### src/verilog/gpio_port_regs.svh
`ifndef GPIO_PORT_REGS_SVH
`define GPIO_PORT_REGS_SVH

`define ADDR_PORT_DATA_LATCH 3'h0
`define ADDR_PIN_DIRECTION 3'h1
`define ADDR_PULL_DEVICE_ENABLE 3'h2
`define ADDR_SLEW_RATE_ENABLE 3'h3
`define ADDR_DRIVE_STRENGTH_SELECT 3'h4
`define ADDR_PIN_IRQ_STATUS_CONTROL 3'h5
`define ADDR_PIN_IRQ_SOURCE_SELECT 3'h6
`define ADDR_PIN_IRQ_POLARITY_SELECT 3'h7

`define BIT_IRQ_FLAG 3
`define BIT_IRQ_ACK 2
`define BIT_IRQ_ENABLE 1
`define BIT_IRQ_MODE 0

`define RESET_BYTE 8'h00
`define RESET_NIBBLE 4'h0

`endif

### src/verilog/gpio_port_pkg.sv
package gpio_port_pkg;
    typedef logic [7:0] byte_t;
    typedef logic [3:0] nibble_t;
endpackage

### src/verilog/pin_sync.sv
`timescale 1ns/1ns
`default_nettype none
// Two-stage synchroniser for the four interrupt pins
module pin_sync (
    // Clock and reset
    input wire logic core_clk,
    input wire logic rst_n,
    input wire logic clk_en,
    // Pins
    input wire logic [3:0] pin_async,
    output logic [3:0] pin_synced
);
    typedef struct packed {
        logic [3:0] stage1;
        logic [3:0] stage2;
    } sync_state_t;

    sync_state_t state;
    sync_state_t next_state;

    always_comb begin
        next_state = state;
        if (clk_en) begin
            next_state.stage1 = pin_async;
            next_state.stage2 = state.stage1;
        end
    end

    always_ff @(posedge core_clk or negedge rst_n) begin
        if (!rst_n) begin
            state <= '0;
        end else begin
            state <= next_state;
        end
    end

    assign pin_synced = state.stage2;
endmodule // pin_sync
`default_nettype wire

### src/verilog/port_b_gpio.sv
// Implementation choices: strobed register access and the register addresses.
`timescale 1ns/1ns
`default_nettype none
`include "gpio_port_regs.svh"
module port_b_gpio (
    // Clock and reset
    input wire logic core_clk,
    input wire logic rst_n,
    input wire logic clk_en,
    // Register port
    input wire logic [2:0] reg_addr,
    input wire logic [7:0] reg_wdata,
    input wire logic reg_write,
    input wire logic reg_read,
    output logic [7:0] reg_rdata,
    // Pins
    input wire logic [7:0] pin_in,
    output logic [7:0] pin_out,
    output logic [7:0] pin_oe,
    output logic [7:0] pull_up_en,
    output logic [7:0] pull_down_en,
    output logic [7:0] slew_limit_en,
    output logic [7:0] high_drive_en,
    // Interrupt request
    output logic irq_request
);
    typedef struct packed {
        gpio_port_pkg::byte_t port_data_latch;
        gpio_port_pkg::byte_t pin_direction;
        gpio_port_pkg::byte_t pull_device_enable;
        gpio_port_pkg::byte_t slew_rate_enable;
        gpio_port_pkg::byte_t drive_strength_select;
        gpio_port_pkg::nibble_t pin_irq_source_select;
        gpio_port_pkg::nibble_t pin_irq_polarity_select;
        logic pin_irq_flag;
        logic pin_irq_enable;
        logic pin_irq_detect_mode;
        gpio_port_pkg::nibble_t prev_active;
        gpio_port_pkg::byte_t rdata;
        gpio_port_pkg::byte_t out_q;
        gpio_port_pkg::byte_t oe_q;
        gpio_port_pkg::byte_t pu_q;
        gpio_port_pkg::byte_t pd_q;
        gpio_port_pkg::byte_t slew_q;
        gpio_port_pkg::byte_t drive_q;
        logic irq_q;
    } port_state_t;

    port_state_t state;
    port_state_t next_state;
    logic [3:0] irq_pins;

    // Active level per pin after polarity
    function automatic logic [3:0] active_level(input logic [3:0] lvl, input logic [3:0] pol);
        active_level = ~(lvl ^ pol);
    endfunction

    pin_sync u_sync (
        .core_clk(core_clk),
        .rst_n(rst_n),
        .clk_en(clk_en),
        .pin_async(pin_in[3:0]),
        .pin_synced(irq_pins)
    );

    logic [3:0] active_now;
    logic [3:0] edge_hit;
    logic detect;
    logic ack_write;

    always_comb begin
        next_state = state;
        active_now = active_level(irq_pins, state.pin_irq_polarity_select) & state.pin_irq_source_select;
        edge_hit = active_now & ~state.prev_active;
        detect = (|edge_hit) || (state.pin_irq_detect_mode && (|active_now));
        ack_write = reg_write && reg_addr == `ADDR_PIN_IRQ_STATUS_CONTROL && reg_wdata[`BIT_IRQ_ACK];
        if (clk_en) begin
            next_state.prev_active = active_now;
            if (reg_write) begin
                case (reg_addr)
                    `ADDR_PORT_DATA_LATCH: next_state.port_data_latch = reg_wdata;
                    `ADDR_PIN_DIRECTION: next_state.pin_direction = reg_wdata;
                    `ADDR_PULL_DEVICE_ENABLE: next_state.pull_device_enable = reg_wdata;
                    `ADDR_SLEW_RATE_ENABLE: next_state.slew_rate_enable = reg_wdata;
                    `ADDR_DRIVE_STRENGTH_SELECT: next_state.drive_strength_select = reg_wdata;
                    `ADDR_PIN_IRQ_STATUS_CONTROL: begin
                        next_state.pin_irq_enable = reg_wdata[`BIT_IRQ_ENABLE];
                        next_state.pin_irq_detect_mode = reg_wdata[`BIT_IRQ_MODE];
                    end
                    `ADDR_PIN_IRQ_SOURCE_SELECT: next_state.pin_irq_source_select = reg_wdata[3:0];
                    `ADDR_PIN_IRQ_POLARITY_SELECT: next_state.pin_irq_polarity_select = reg_wdata[3:0];
                    default: next_state.port_data_latch = state.port_data_latch;
                endcase
            end
            // Detection wins over acknowledge
            if (ack_write) begin
                next_state.pin_irq_flag = 1'b0;
            end
            if (detect) begin
                next_state.pin_irq_flag = 1'b1;
            end
            next_state.rdata = 8'h00;
            if (reg_read) begin
                case (reg_addr)
                    `ADDR_PORT_DATA_LATCH: next_state.rdata = (state.pin_direction & state.port_data_latch)
                        | (~state.pin_direction & pin_in);
                    `ADDR_PIN_DIRECTION: next_state.rdata = state.pin_direction;
                    `ADDR_PULL_DEVICE_ENABLE: next_state.rdata = state.pull_device_enable;
                    `ADDR_SLEW_RATE_ENABLE: next_state.rdata = state.slew_rate_enable;
                    `ADDR_DRIVE_STRENGTH_SELECT: next_state.rdata = state.drive_strength_select;
                    `ADDR_PIN_IRQ_STATUS_CONTROL: next_state.rdata = {4'h0, state.pin_irq_flag, 1'b0,
                        state.pin_irq_enable, state.pin_irq_detect_mode};
                    `ADDR_PIN_IRQ_SOURCE_SELECT: next_state.rdata = {4'h0, state.pin_irq_source_select};
                    `ADDR_PIN_IRQ_POLARITY_SELECT: next_state.rdata = {4'h0, state.pin_irq_polarity_select};
                    default: next_state.rdata = 8'h00;
                endcase
            end
            next_state.out_q = next_state.port_data_latch;
            next_state.oe_q = next_state.pin_direction;
            next_state.pd_q = ~next_state.pin_direction & next_state.pull_device_enable
                & {4'h0, next_state.pin_irq_source_select & next_state.pin_irq_polarity_select};
            next_state.pu_q = ~next_state.pin_direction & next_state.pull_device_enable
                & ~{4'h0, next_state.pin_irq_source_select & next_state.pin_irq_polarity_select};
            next_state.slew_q = next_state.pin_direction & next_state.slew_rate_enable;
            next_state.drive_q = next_state.pin_direction & next_state.drive_strength_select;
            next_state.irq_q = next_state.pin_irq_flag & next_state.pin_irq_enable;
        end
    end

    always_ff @(posedge core_clk or negedge rst_n) begin
        if (!rst_n) begin
            state <= '0;
        end else begin
            state <= next_state;
        end
    end

    assign reg_rdata = state.rdata;
    assign pin_out = state.out_q;
    assign pin_oe = state.oe_q;
    assign pull_up_en = state.pu_q;
    assign pull_down_en = state.pd_q;
    assign slew_limit_en = state.slew_q;
    assign high_drive_en = state.drive_q;
    assign irq_request = state.irq_q;

    chk_irq_gated: assert property (@(posedge core_clk) disable iff (!rst_n)
        irq_request |-> state.pin_irq_flag && state.pin_irq_enable) else $error("irq without flag and enable");
    chk_ack_reads_zero: assert property (@(posedge core_clk) disable iff (!rst_n)
        clk_en && reg_read && reg_addr == `ADDR_PIN_IRQ_STATUS_CONTROL |=> !reg_rdata[`BIT_IRQ_ACK])
        else $error("ack bit read as one");
    chk_flag_set_edge: assert property (@(posedge core_clk) disable iff (!rst_n)
        clk_en && (|edge_hit) |=> state.pin_irq_flag) else $error("edge did not set flag");
    chk_flag_cleared: assert property (@(posedge core_clk) disable iff (!rst_n)
        clk_en && ack_write && !detect |=> !state.pin_irq_flag) else $error("ack did not clear flag");
    chk_level_hold: assert property (@(posedge core_clk) disable iff (!rst_n)
        clk_en && state.pin_irq_detect_mode && (|active_now) |=> state.pin_irq_flag)
        else $error("level mode lost flag");
    chk_no_set_edge_mode: assert property (@(posedge core_clk) disable iff (!rst_n)
        clk_en && !state.pin_irq_flag && !state.pin_irq_detect_mode && edge_hit == 4'h0 |=> !state.pin_irq_flag)
        else $error("flag set without edge");
    chk_output_pulls_off: assert property (@(posedge core_clk) disable iff (!rst_n)
        ((pull_up_en | pull_down_en) & pin_oe) == 8'h00) else $error("pull on output pin");
    chk_pulldown_select: assert property (@(posedge core_clk) disable iff (!rst_n)
        pull_down_en[7:4] == 4'h0) else $error("pull-down on non-irq pin");
    chk_slew_input: assert property (@(posedge core_clk) disable iff (!rst_n)
        ((slew_limit_en | high_drive_en) & ~pin_oe) == 8'h00) else $error("slew or drive on input");
    chk_data_read: assert property (@(posedge core_clk) disable iff (!rst_n)
        clk_en && reg_read && reg_addr == `ADDR_PORT_DATA_LATCH |=>
        reg_rdata == (($past(state.pin_direction) & $past(state.port_data_latch))
        | (~$past(state.pin_direction) & $past(pin_in)))) else $error("data read wrong");
endmodule // port_b_gpio
`default_nettype wire

### config.mk
export PLATFORM = sky130hd
export DESIGN_NAME = port_b_gpio
export DESIGN_NICKNAME = d
export VERILOG_FILES = /design/src/verilog/gpio_port_pkg.sv /design/src/verilog/pin_sync.sv /design/src/verilog/port_b_gpio.sv
export VERILOG_INCLUDE_DIRS = /design/src /design/src/verilog
export SDC_FILE = /design/constraint.sdc
export NUM_CORES = 1
export LEC_CHECK = 0
export ABC_AREA = 1
export BUFFER_PORTS_ARGS = -buffer_cell sky130_fd_sc_hd__clkbuf_2
export CAP_MARGIN = 20
export CORE_MARGIN = 1.5
export CORE_UTILIZATION = 57
export CTS_CLUSTER_DIAMETER = 80
export DETAILED_ROUTE_END_ITERATION = 8
export PLACE_DENSITY = 0.8
export SKIP_CTS_REPAIR_TIMING = 1
export SLEW_MARGIN = 0
export SYNTH_ARGS = -nofsm -noshare
export SYNTH_HDL_FRONTEND = slang
export SYNTH_SLANG_ARGS = --single-unit
### constraint.sdc
create_clock -name core_clk -period 1.3 [get_ports core_clk]
set_input_delay 0.13 -clock core_clk [delete_from_list [all_inputs] [get_ports core_clk]]
set_output_delay 0.13 -clock core_clk [all_outputs]
set_load 0.01 [all_outputs]
==> flow_metrics.py, run 1 <==
metrics = {
    "timing": {
        "setup_ws_ps": 61.2,
        "setup_viol": 0,
        "finalCriticalPeriod_ps": 1240,
        "max_freq_ghz": 0.807,
        "tns_ps": 0,
        "post-route-period-util_pct": 95.3,
        "rsz0062_at_grt": "true",
        "hold_viol_final": 1,
        "fin_skew_ps": 6.84,
        "drv_slew": 0,
        "fin_hold_ws_ps": -5.66,
    },
    "die": {
        "die_x_um": 98.6,
        "die_h_um": 98.6,
        "core_um2": 8810,
        "rows": 34,
        "start_util_pct": 59.1,
        "io_pins": 81,
        "dieArea_um2": 9720,
    },
    "worst_setup_path": {
        "cp-start-kind": "flip-flop",
        "crit_chain": "inv_1 > nand2_1 > nand3_1 > nand2_2 > o21ai_1 > nand3_1 > nand2_2 > nand2_1",
        "cp_slowest_cell": "dfrtp_1",
        "cp-startpoint": "state[64]",
        "r2r-start": "state[64]",
        "cp_max_fo": 2,
        "required_ps": 1570,
        "max_stage_delay_ps": 390,
        "worst-r2r-setup-slack_ps": 60,
        "arrival_ps": 1510,
        "worst-setup-path-type": "flip-flop to flip-flop",
        "endpoint_kind": "flip-flop",
        "crit_end": "irq_request",
        "regToRegEndpoint": "irq_request",
        "r2r_cells": 8,
    },
    "clock_tree": {
        "clockBufferDepth": 2,
        "clk_latency_ps": 370,
        "cts_root_buf": "clkbuf_8",
        "cts_made_buffers": 9,
        "path_clk_slew_ps": 100,
        "clock_sinks": 100,
        "cts_max_level": 3,
        "cts_tree": "built",
    },
    "route": {
        "routedWlPerCell_um": 16.0,
        "drc_errors": 7,
        "drt_first_iter_violations": 539,
        "routed_wl_mm": 13.7,
        "drt_pass1_iterations": 7,
        "num_vias": 4682,
        "drtAntennaViolNets": 0,
        "viasPerCell": 5.48,
    },
    "yosys": {
        "synthCells": 673,
        "ys_ff_latch": 100,
        "ys_seq_area_share_pct": 48.1,
        "synthTopCellsByArea": "dfrtp_1 (48%), nand2_1 (15%), o21ai_0 (8.7%)",
        "synth.avg_cell_area_um2": 7.74,
        "synth_top_cell_area_share_pct": 48.1,
        "yosys_warnings": 0,
        "syn-cell-area_um2": 5210,
        "yosysTopAreaCell": "dfrtp_1",
        "ys_types": 26,
    },
    "global_route": {
        "grt_max_degree": 50,
        "grt_overflow": 0,
        "track_usage_pct": 29.4,
        "grt_pass1_vias": 4329,
        "grt_pass1_wl_mm": 22.2,
        "antenna_found_initial": 0,
    },
    "power": {
        "total_leakage_power_nw": 3.07,
        "powerDensity_nw_per_um2": 1310,
        "finalPower_mw": 7.83,
        "switchingPower_mw": 2.61,
        "combinationalPowerShare_pct": 24.1,
        "switching_share_pct": 33.3,
        "pwr-share-clk_pct": 25.4,
        "seqPwrFrac_pct": 50.5,
        "intPower_mw": 5.22,
        "max-vdd-ir-drop_uv": 755,
    },
    "final_layout": {
        "nets": 765,
        "drive_above_1_share_pct": 22.8,
        "post-route-util_pct": 67.6,
        "layout_common_cells": "nand2_1 (205), dfrtp_1 (100), o21ai_0 (84)",
        "final_common_cell": "nand2_1",
        "antenna_cells": 0,
        "final.fill_count": 735,
        "final_area_um2": 5960,
        "area_delta_synth_final_pct": 14.4,
    },
    "placement": {
        "place.gp.congestion": 0.921,
        "place_ws_ps": -171,
        "port_buffers": 76,
        "dp_hpwl_mm": 10.3,
        "place_area_um2": 5720,
    },
    "run_status": {
        "violations": "design-rule violations, negative hold slack",
        "status": "finished with violations",
    },
    "worst_hold_path": {
        "hold_path_class": "primary input to flip-flop",
    },
    "flow_run": {
        "cap_violations": 0,
    },
}
worst min-delay path by stage:
| stage | endpoint | slack (ps) | depth (start not counted) | start |
|---|---|---|---|---|
| final | u_sync.state[5] | -6 | 3 | pin_in[1] |
| after global routing | u_sync.state[5] | 2 | 3 | pin_in[1] |
| after CTS | state[82] | -320 | 1 | rst_n |
| after detailed placement | state[82] | 90 | 1 | rst_n |
| after global placement | slew_limit_en[7] | 90 | 1 | rst_n |
| after floorplan | high_drive_en[0] | -170 | 0 | rst_n |
cell usage after synthesis:
cell type	instances
nand2_1	207
dfrtp_1	100
o21ai_0	90
inv_1	59
buf_4	56
nor2_1	36
nand3_1	25
a21oi_1	24
clkbuf_1	15
o21ai_1	11
nand4_1	6
o21ai_2	6
o22ai_1	6
buf_2	5
o211ai_1	5
nor2_2	4
a31oi_1	3
buf_1	3
inv_2	2
nand2_2	2
nor3_1	2
nor3_4	2
buf_6	1
conb_1	1
nand2_4	1
o2bb2ai_1	1
layer usage:
layer,global-route usage (%),wire length (um)
met1,44.2,6090
met5,0,0
met2,44.2,6180
met3,5.67,1220
met4,7.91,204
power by group through the flow:
stage          registers (mW)  logic [mW]  clock network, mW
3_5_place_dp             4.00        1.84                  0
4_1_cts                  3.94        1.85               2.03
3_3_place_gp             3.98        1.80                  0
5_1_grt                  4.01        2.10               2.14
6_report                 3.95        1.89               1.99
2_1_floorplan            3.88        1.37                  0
stage by stage:
stage,hold WS [ps],std cells
after detailed placement,87.7,835
after global routing,1.60,854
final,-5.66,854
after floorplan,-166,676
after global placement,85.6,835
after CTS,-316,851
kinds of logic after synthesis:
logic type	after synthesis	synth area share [%]
AOI/OAI and AO/OA	146	15.0
buffers and inverters	141	14.5
DFF	100	48.1
other	1	0.0720
and+or+nand+nor	285	22.4
worst max-delay path: cells and delay by family, from the launching register on:
family,cells,cell delay [ps]
compound gates,1,130
buf+inv,1,80
flops,1,390
simple gates,6,560
final cells by class:
class	count	area [um^2]	area share (%)
clock inverter	5	60.1	1.01
sequential	100	2500	42.0
inverter	61	229	3.84
timing repair buffer	134	911	15.3
tap	108	135	2.27
multi-input combinational	435	1990	33.4
clock buffer	11	131	2.21
registers in the layout, indices dropped and copies added (netlist names):
register / flops
state: 39
high_drive_en: 8
pin_oe: 8
pin_out: 8
pull_up_en: 8
reg_rdata: 8
slew_limit_en: 8
pull_down_en: 4
u_sync.pin_synced: 4
u_sync.state: 4
irq_request: 1
Note: power is estimated with default switching activity, not from simulation.
==> run 2, diff against run 1 <==
Settings changed: PLACE_DENSITY 0.8 to not set, PLACE_DENSITY_LB_ADDON set to 0.1.
==> run 2 against run 1 <==
Net effect: count of clock-buffer cells in the layout is 2 lower; the run ends with design-rule violations left; non-clock buffer count is 4 lower; sequential share of layout area is 0.20 points lower; maximum frequency is 1.6% higher; total power is 4.8% higher; combinational power is 2% lower; first-iteration DRC count is 35% lower; largest power group unchanged; sequential power hardly changed; critical path depth stayed put.
==> flow_metrics.py, run 2 (synthesis gave the netlist of run 1 again) <==
metrics = {
    "run_status": {
        "status": "finished with violations",
        "violations": "design-rule violations",
    },
    "final_layout": {
        "antenna_cells": 0,
        "regMostFlops": "state",
        "layout_common_cells": "nand2_1 (204), dfrtp_1 (100), o21ai_0 (87)",
        "drive_above_1_share_pct": 22.8,
        "nets": 761,
        "final_common_cell": "nand2_1",
        "largest_reg_flops": 39,
        "final.fill_count": 758,
        "area_delta_synth_final_pct": 14.9,
        "final_area_um2": 5980,
    },
    "route": {
        "viasPerCell": 5.55,
        "routedWlPerCell_um": 16.5,
        "num_vias": 4708,
        "drt_first_iter_violations": 348,
        "drc_errors": 7,
        "routed_wl_mm": 14.0,
        "drtAntennaViolNets": 0,
        "drt_pass1_iterations": 7,
    },
    "timing": {
        "post-route-period-util_pct": 93.8,
        "rsz0062_at_grt": "true",
        "slew-limit-headroom_pct": 64.7,
        "hold_viol_final": 0,
        "drv_slew": 0,
        "worst_pin_slew_ps": 530,
        "tns_ps": 0,
        "fin_skew_ps": 10.7,
        "max_freq_ghz": 0.820,
        "finalCriticalPeriod_ps": 1220,
        "setup_viol": 0,
    },
    "clock_tree": {
        "clockBufferDepth": 2,
        "cts_max_level": 3,
        "path_clk_slew_ps": 100,
        "cts_root_buf": "clkbuf_8",
        "clock_sinks": 100,
        "cts_tree": "built",
        "clk_latency_ps": 370,
        "cts_made_buffers": 9,
    },
    "power": {
        "switchingPower_mw": 2.64,
        "finalPower_mw": 8.20,
        "pwr-share-clk_pct": 29.1,
        "intPower_mw": 5.56,
        "total_leakage_power_nw": 3.07,
        "powerDensity_nw_per_um2": 1370,
        "max-vdd-ir-drop_uv": 649,
        "seqPwrFrac_pct": 48.4,
        "combinationalPowerShare_pct": 22.6,
        "switching_share_pct": 32.2,
    },
    "worst_setup_path": {
        "arrival_ps": 1490,
        "r2r-start": "state[64]",
        "worst-r2r-setup-slack_ps": 80,
        "cp_max_fo": 2,
        "required_ps": 1570,
        "endpoint_kind": "flip-flop",
        "crit_end": "irq_request",
        "cp-startpoint": "state[64]",
        "worst-setup-path-type": "flip-flop to flip-flop",
        "r2r_cells": 8,
        "regToRegEndpoint": "irq_request",
        "cp-start-kind": "flip-flop",
    },
    "global_route": {
        "grt_overflow": 0,
        "grt_pass1_vias": 4501,
        "track_usage_pct": 30.1,
        "antenna_found_initial": 0,
        "grt_max_degree": 101,
        "grt_pass1_wl_mm": 22.6,
    },
    "die": {
        "die_h_um": 98.6,
        "dieArea_um2": 9720,
        "rows": 34,
        "io_pins": 81,
        "core_um2": 8810,
        "die_x_um": 98.6,
        "start_util_pct": 59.1,
    },
    "placement": {
        "dp_hpwl_mm": 10.1,
        "port_buffers": 76,
        "place_area_um2": 5670,
        "place.gp.congestion": 0.877,
    },
    "flow_run": {
        "cap_violations": 0,
    },
    "worst_hold_path": {
        "hold_path_class": "primary input to flip-flop",
    },
}
-- run 2: changes by cell type in the layout (fill, tap and decap cells not counted), moves of 2 or more --
cell           previous run  this run
buf_4                    50        44
bufinv_16                 1         3
clkbuf_1                  2         0
dlygate4sd3_1             2         4
inv_1                    57        55
inv_2                     4         6
nand3_1                  23        21
nand3_2                   2         4
o21ai_0                  84        87
o21ai_1                  17        14
-- run 2: layout make-up --
class                      count  area, um^2  share of cell area, %
clock buffer                   9         124                   2.07
clock inverter                 6         114                   1.90
inverter                      61         229                   3.83
multi-input combinational    435        1990                   33.3
sequential                   100        2500                   41.8
tap                          108         135                   2.26
timing repair buffer         130         886                   14.8
-- run 2: stage by stage --
stage / std cells / hold WS, ps / worst slack [ps] / util, %
final: 849 / 8.33 / 80.7 / 68.0
after CTS: 843 / -171 / 7.96 / 67.1
after floorplan: 676 / -166 / -8.25 / -
after global placement: 828 / 236 / -122 / 64.4
after global routing: 849 / 13.4 / -11.7 / 68.0
after detailed placement: 828 / 236 / -143 / 64.4
-- run 2: critical path, stage by stage, from the launching register on --
cell and delay (ps):
dfrtp_1 390, inv_1 70, nand2_1 90, nand3_2 90
nand2_1 80, o21ai_1 140, nand3_1 120, nand2_2 100
nand2_1 50
-- run 2: power by group through the flow --
stage	Combinational [mW]	Sequential, mW	Clock (mW)
global route	2.08	4.02	2.50
CTS	1.81	3.94	2.41
detailed placement	1.80	4.00	0
finish	1.85	3.97	2.38
global placement	1.74	3.98	0
floorplan	1.37	3.88	0
-- run 2: worst min path at each step --
stage | start | to | cells after the start
5_1_grt | pin_in[3] | u_sync.state[7] | 3
2_1_floorplan | rst_n | high_drive_en[0] | 0
3_5_place_dp | rst_n | pull_up_en[6] | 2
6_report | pin_in[3] | u_sync.state[7] | 3
4_1_cts | rst_n | pull_up_en[6] | 2
3_3_place_gp | rst_n | pull_up_en[6] | 2
-- run 2: metal layers --
layer | vias to the layer above | track usage [%] | wire length (um)
met3 | 15 | 5.96 | 1120
met4 | 0 | 7.36 | 185
met5 | - | 0 | 0
li1 | 2240 | - | -
met2 | 217 | 44.9 | 6150
met1 | 2236 | 45.6 | 6530
==> run 3, diff against run 2 <==
Settings changed: ABC_AREA 1 to 0, GPL_TIMING_DRIVEN set to 0.
==> run 3 against run 2 <==
Net effect: the run ends with negative setup slack left; critical path depth shrank 4; clock skew grew 4.7 ps; final area grew 7.5%; synthesized area grew 2.5%; worst setup slack lost 360 ps; register-to-register slack lost 360 ps.
==> flow_metrics.py, run 3 <==
metrics = {
    "clock_tree": {
        "clock_sinks": 100,
        "cts_max_level": 3,
        "cts_root_buf": "clkbuf_8",
        "cts_tree": "built",
        "cts_made_buffers": 9,
        "clk_latency_ps": 370,
        "clockBufferDepth": 2,
        "path_clk_slew_ps": 100,
    },
    "worst_setup_path": {
        "endpoint_kind": "flip-flop",
        "worst-setup-path-type": "flip-flop to flip-flop",
        "worst-r2r-setup-slack_ps": -280,
        "crit_chain": "mux2_4 > a22o_1 > a221o_1 > a22o_1",
        "arrival_ps": 1850,
        "path_common_cell": "a22o_1",
        "cp_num_buf_inv": 0,
        "crit_family": "compound AO/OA/AOI/OAI gates",
        "r2r_cells": 4,
        "regToRegEndpoint": "reg_rdata[3]",
        "cp_max_fo": 5,
        "cp-start-kind": "flip-flop",
        "max_stage_delay_ps": 460,
        "required_ps": 1570,
        "cp_slowest_cell": "dfrtp_2",
        "r2r-start": "state[67]",
    },
    "route": {
        "num_vias": 3989,
        "drtAntennaViolNets": 0,
        "drt_pass1_iterations": 5,
        "drt_first_iter_violations": 239,
        "routedWlPerCell_um": 18.9,
        "drc_errors": 0,
        "viasPerCell": 5.78,
        "routed_wl_mm": 13.1,
    },
    "die": {
        "die_x_um": 99.8,
        "die_h_um": 99.8,
        "core_um2": 9150,
        "start_util_pct": 58.3,
        "rows": 35,
        "io_pins": 81,
        "dieArea_um2": 9960,
    },
    "global_route": {
        "grt_pass1_wl_mm": 20.5,
        "grt_pass1_vias": 3901,
        "antenna_found_initial": 0,
        "grt_max_degree": 66,
        "track_usage_pct": 27.1,
        "grt_overflow": 0,
    },
    "timing": {
        "hold_viol_final": 0,
        "tns_ps": -627,
        "drv_slew": 0,
        "slew-limit-headroom_pct": 56.3,
        "fin_hold_ws_ps": 11.3,
        "setup_ws_ps": -282,
        "worst_pin_slew_ps": 656,
        "rsz0062_at_grt": "true",
        "fin_skew_ps": 15.5,
        "post-route-period-util_pct": 122,
        "setup_viol": 6,
        "max_freq_ghz": 0.632,
        "finalCriticalPeriod_ps": 1580,
    },
    "final_layout": {
        "nets": 598,
        "regMostFlops": "state",
        "drive_above_1_share_pct": 45.4,
        "area_delta_synth_final_pct": 20.5,
        "largest_reg_flops": 39,
        "final.fill_count": 692,
        "layout_common_cells": "dfrtp_1 (93), clkbuf_2 (77), buf_4 (62)",
        "final_common_cell": "dfrtp_1",
        "antenna_cells": 0,
    },
    "yosys": {
        "synthCells": 477,
        "synth.avg_cell_area_um2": 11.2,
        "ys_ff_latch": 100,
        "synth_top_cell_area_share_pct": 46.9,
        "synthTopCellsByCount": "dfrtp_1 (100), buf_4 (63), mux2_2 (49), mux2i_1 (40), nand2_1 (32)",
        "ys.flop_type": "dfrtp_1",
        "ys_seq_area_share_pct": 46.9,
        "yosysTopAreaCell": "dfrtp_1",
        "synth_most_common_cell": "dfrtp_1",
        "syn-cell-area_um2": 5340,
        "synthTopCellsByArea": "dfrtp_1 (47%), mux2_2 (10%), buf_4 (8.9%)",
        "ys_types": 43,
        "async_flop_share_pct": 100,
        "yosys_warnings": 0,
        "synth_enable_flop_cells": 0,
    },
    "power": {
        "total_leakage_power_nw": 3.14,
        "max-vdd-ir-drop_uv": 796,
        "powerDensity_nw_per_um2": 1430,
        "finalPower_mw": 9.18,
    },
    "worst_hold_path": {
        "hold_path_class": "primary input to flip-flop",
        "hold_path_depth": 2,
        "hold_start": "pin_in[0]",
        "whs_endpoint": "u_sync.state[4]",
    },
    "run_status": {
        "status": "finished with violations",
        "violations": "negative setup slack",
    },
    "placement": {
        "place.gp.congestion": 0.880,
        "dp_hpwl_mm": 9.50,
        "port_buffers": 75,
    },
    "flow_run": {
        "cap_violations": 0,
    },
}
run 3: changes by cell type in the layout (fill, tap and decap cells not counted), sizes merged, moves of 7 or more:
cell     change
a22o         +9
mux2i       +40
clkbuf      +19
inv         -50
nand3       -18
buf         +23
a21oi        -7
o2bb2ai     +11
nand2      -177
o21ai       -93
o31ai        +8
and3         +9
nor2        -24
mux2        +58
run 3: cells by family (layout without fill, tap and decap cells):
kind of cell	count (synthesis)	count (layout)	synth area share, %
other	1	4	0.0702
flip-flops	100	100	46.9
buffers and inverters	95	194	11.4
AO/OA/AOI/OAI	91	91	12.0
AND/OR/NAND/NOR	86	86	7.73
multiplexers	100	100	21.2
XOR/XNOR	4	4	0.656
run 3: final cells by class:
cell class	instances	area [um^2]	share of cell area, %
plain buffers	85	604	9.39
clock buffers	10	138	2.14
clock inverters	6	93.8	1.46
inverters	9	33.8	0.525
multi-input cells	285	2430	37.7
flip-flops and latches	100	2510	39.0
well taps	111	139	2.16
repair buffers	84	488	7.58
run 3: worst max-delay path by stage:
stage,cells past startpoint,end,startpoint,slack (ps)
2_1_floorplan,4,reg_rdata[3],state[67],-130
3_3_place_gp,1,u_sync.pin_synced[2],rst_n,-1170
3_5_place_dp,4,u_sync.state[5],clk_en,-670
4_1_cts,4,reg_rdata[3],state[67],-290
5_1_grt,4,reg_rdata[3],state[67],-300
6_report,4,reg_rdata[3],state[67],-280
run 3: worst reg2reg max path, cell delays in order, from the launching register on:
cell     delay (ps)
dfrtp_2         460
mux2_4          270
a22o_1          210
a221o_1         360
a22o_1          190
run 3: routing by layer:
layer | vias to the layer above | part of all wire, % | track usage [%]
li1 | 1843 | - | -
met1 | 1999 | 42 | 34.8
met2 | 128 | 52 | 46.7
met3 | 19 | 4.2 | 3.90
met4 | 0 | 2.1 | 10.2
met5 | - | 0 | 0
run 3: report_power, final:
| part | internal [mW] | switching [mW] | total [mW] |
|---|---|---|---|
| clock network | 1.15 | 1.14 | 2.29 |
| logic | 1.48 | 1.17 | 2.66 |
| registers | 3.69 | 0.535 | 4.23 |
run 3: per-stage QoR:
step | cells | worst slack (ps) | util (%) | cell area (um^2)
floorplan | 480 | -134 | - | 5510
global placement | 666 | -1170 | 65.8 | 6020
detailed placement | 667 | -673 | 66.1 | 6050
CTS | 683 | -288 | 68.6 | 6280
global route | 690 | -299 | 70.3 | 6430
finish | 690 | -282 | 70.3 | 6430
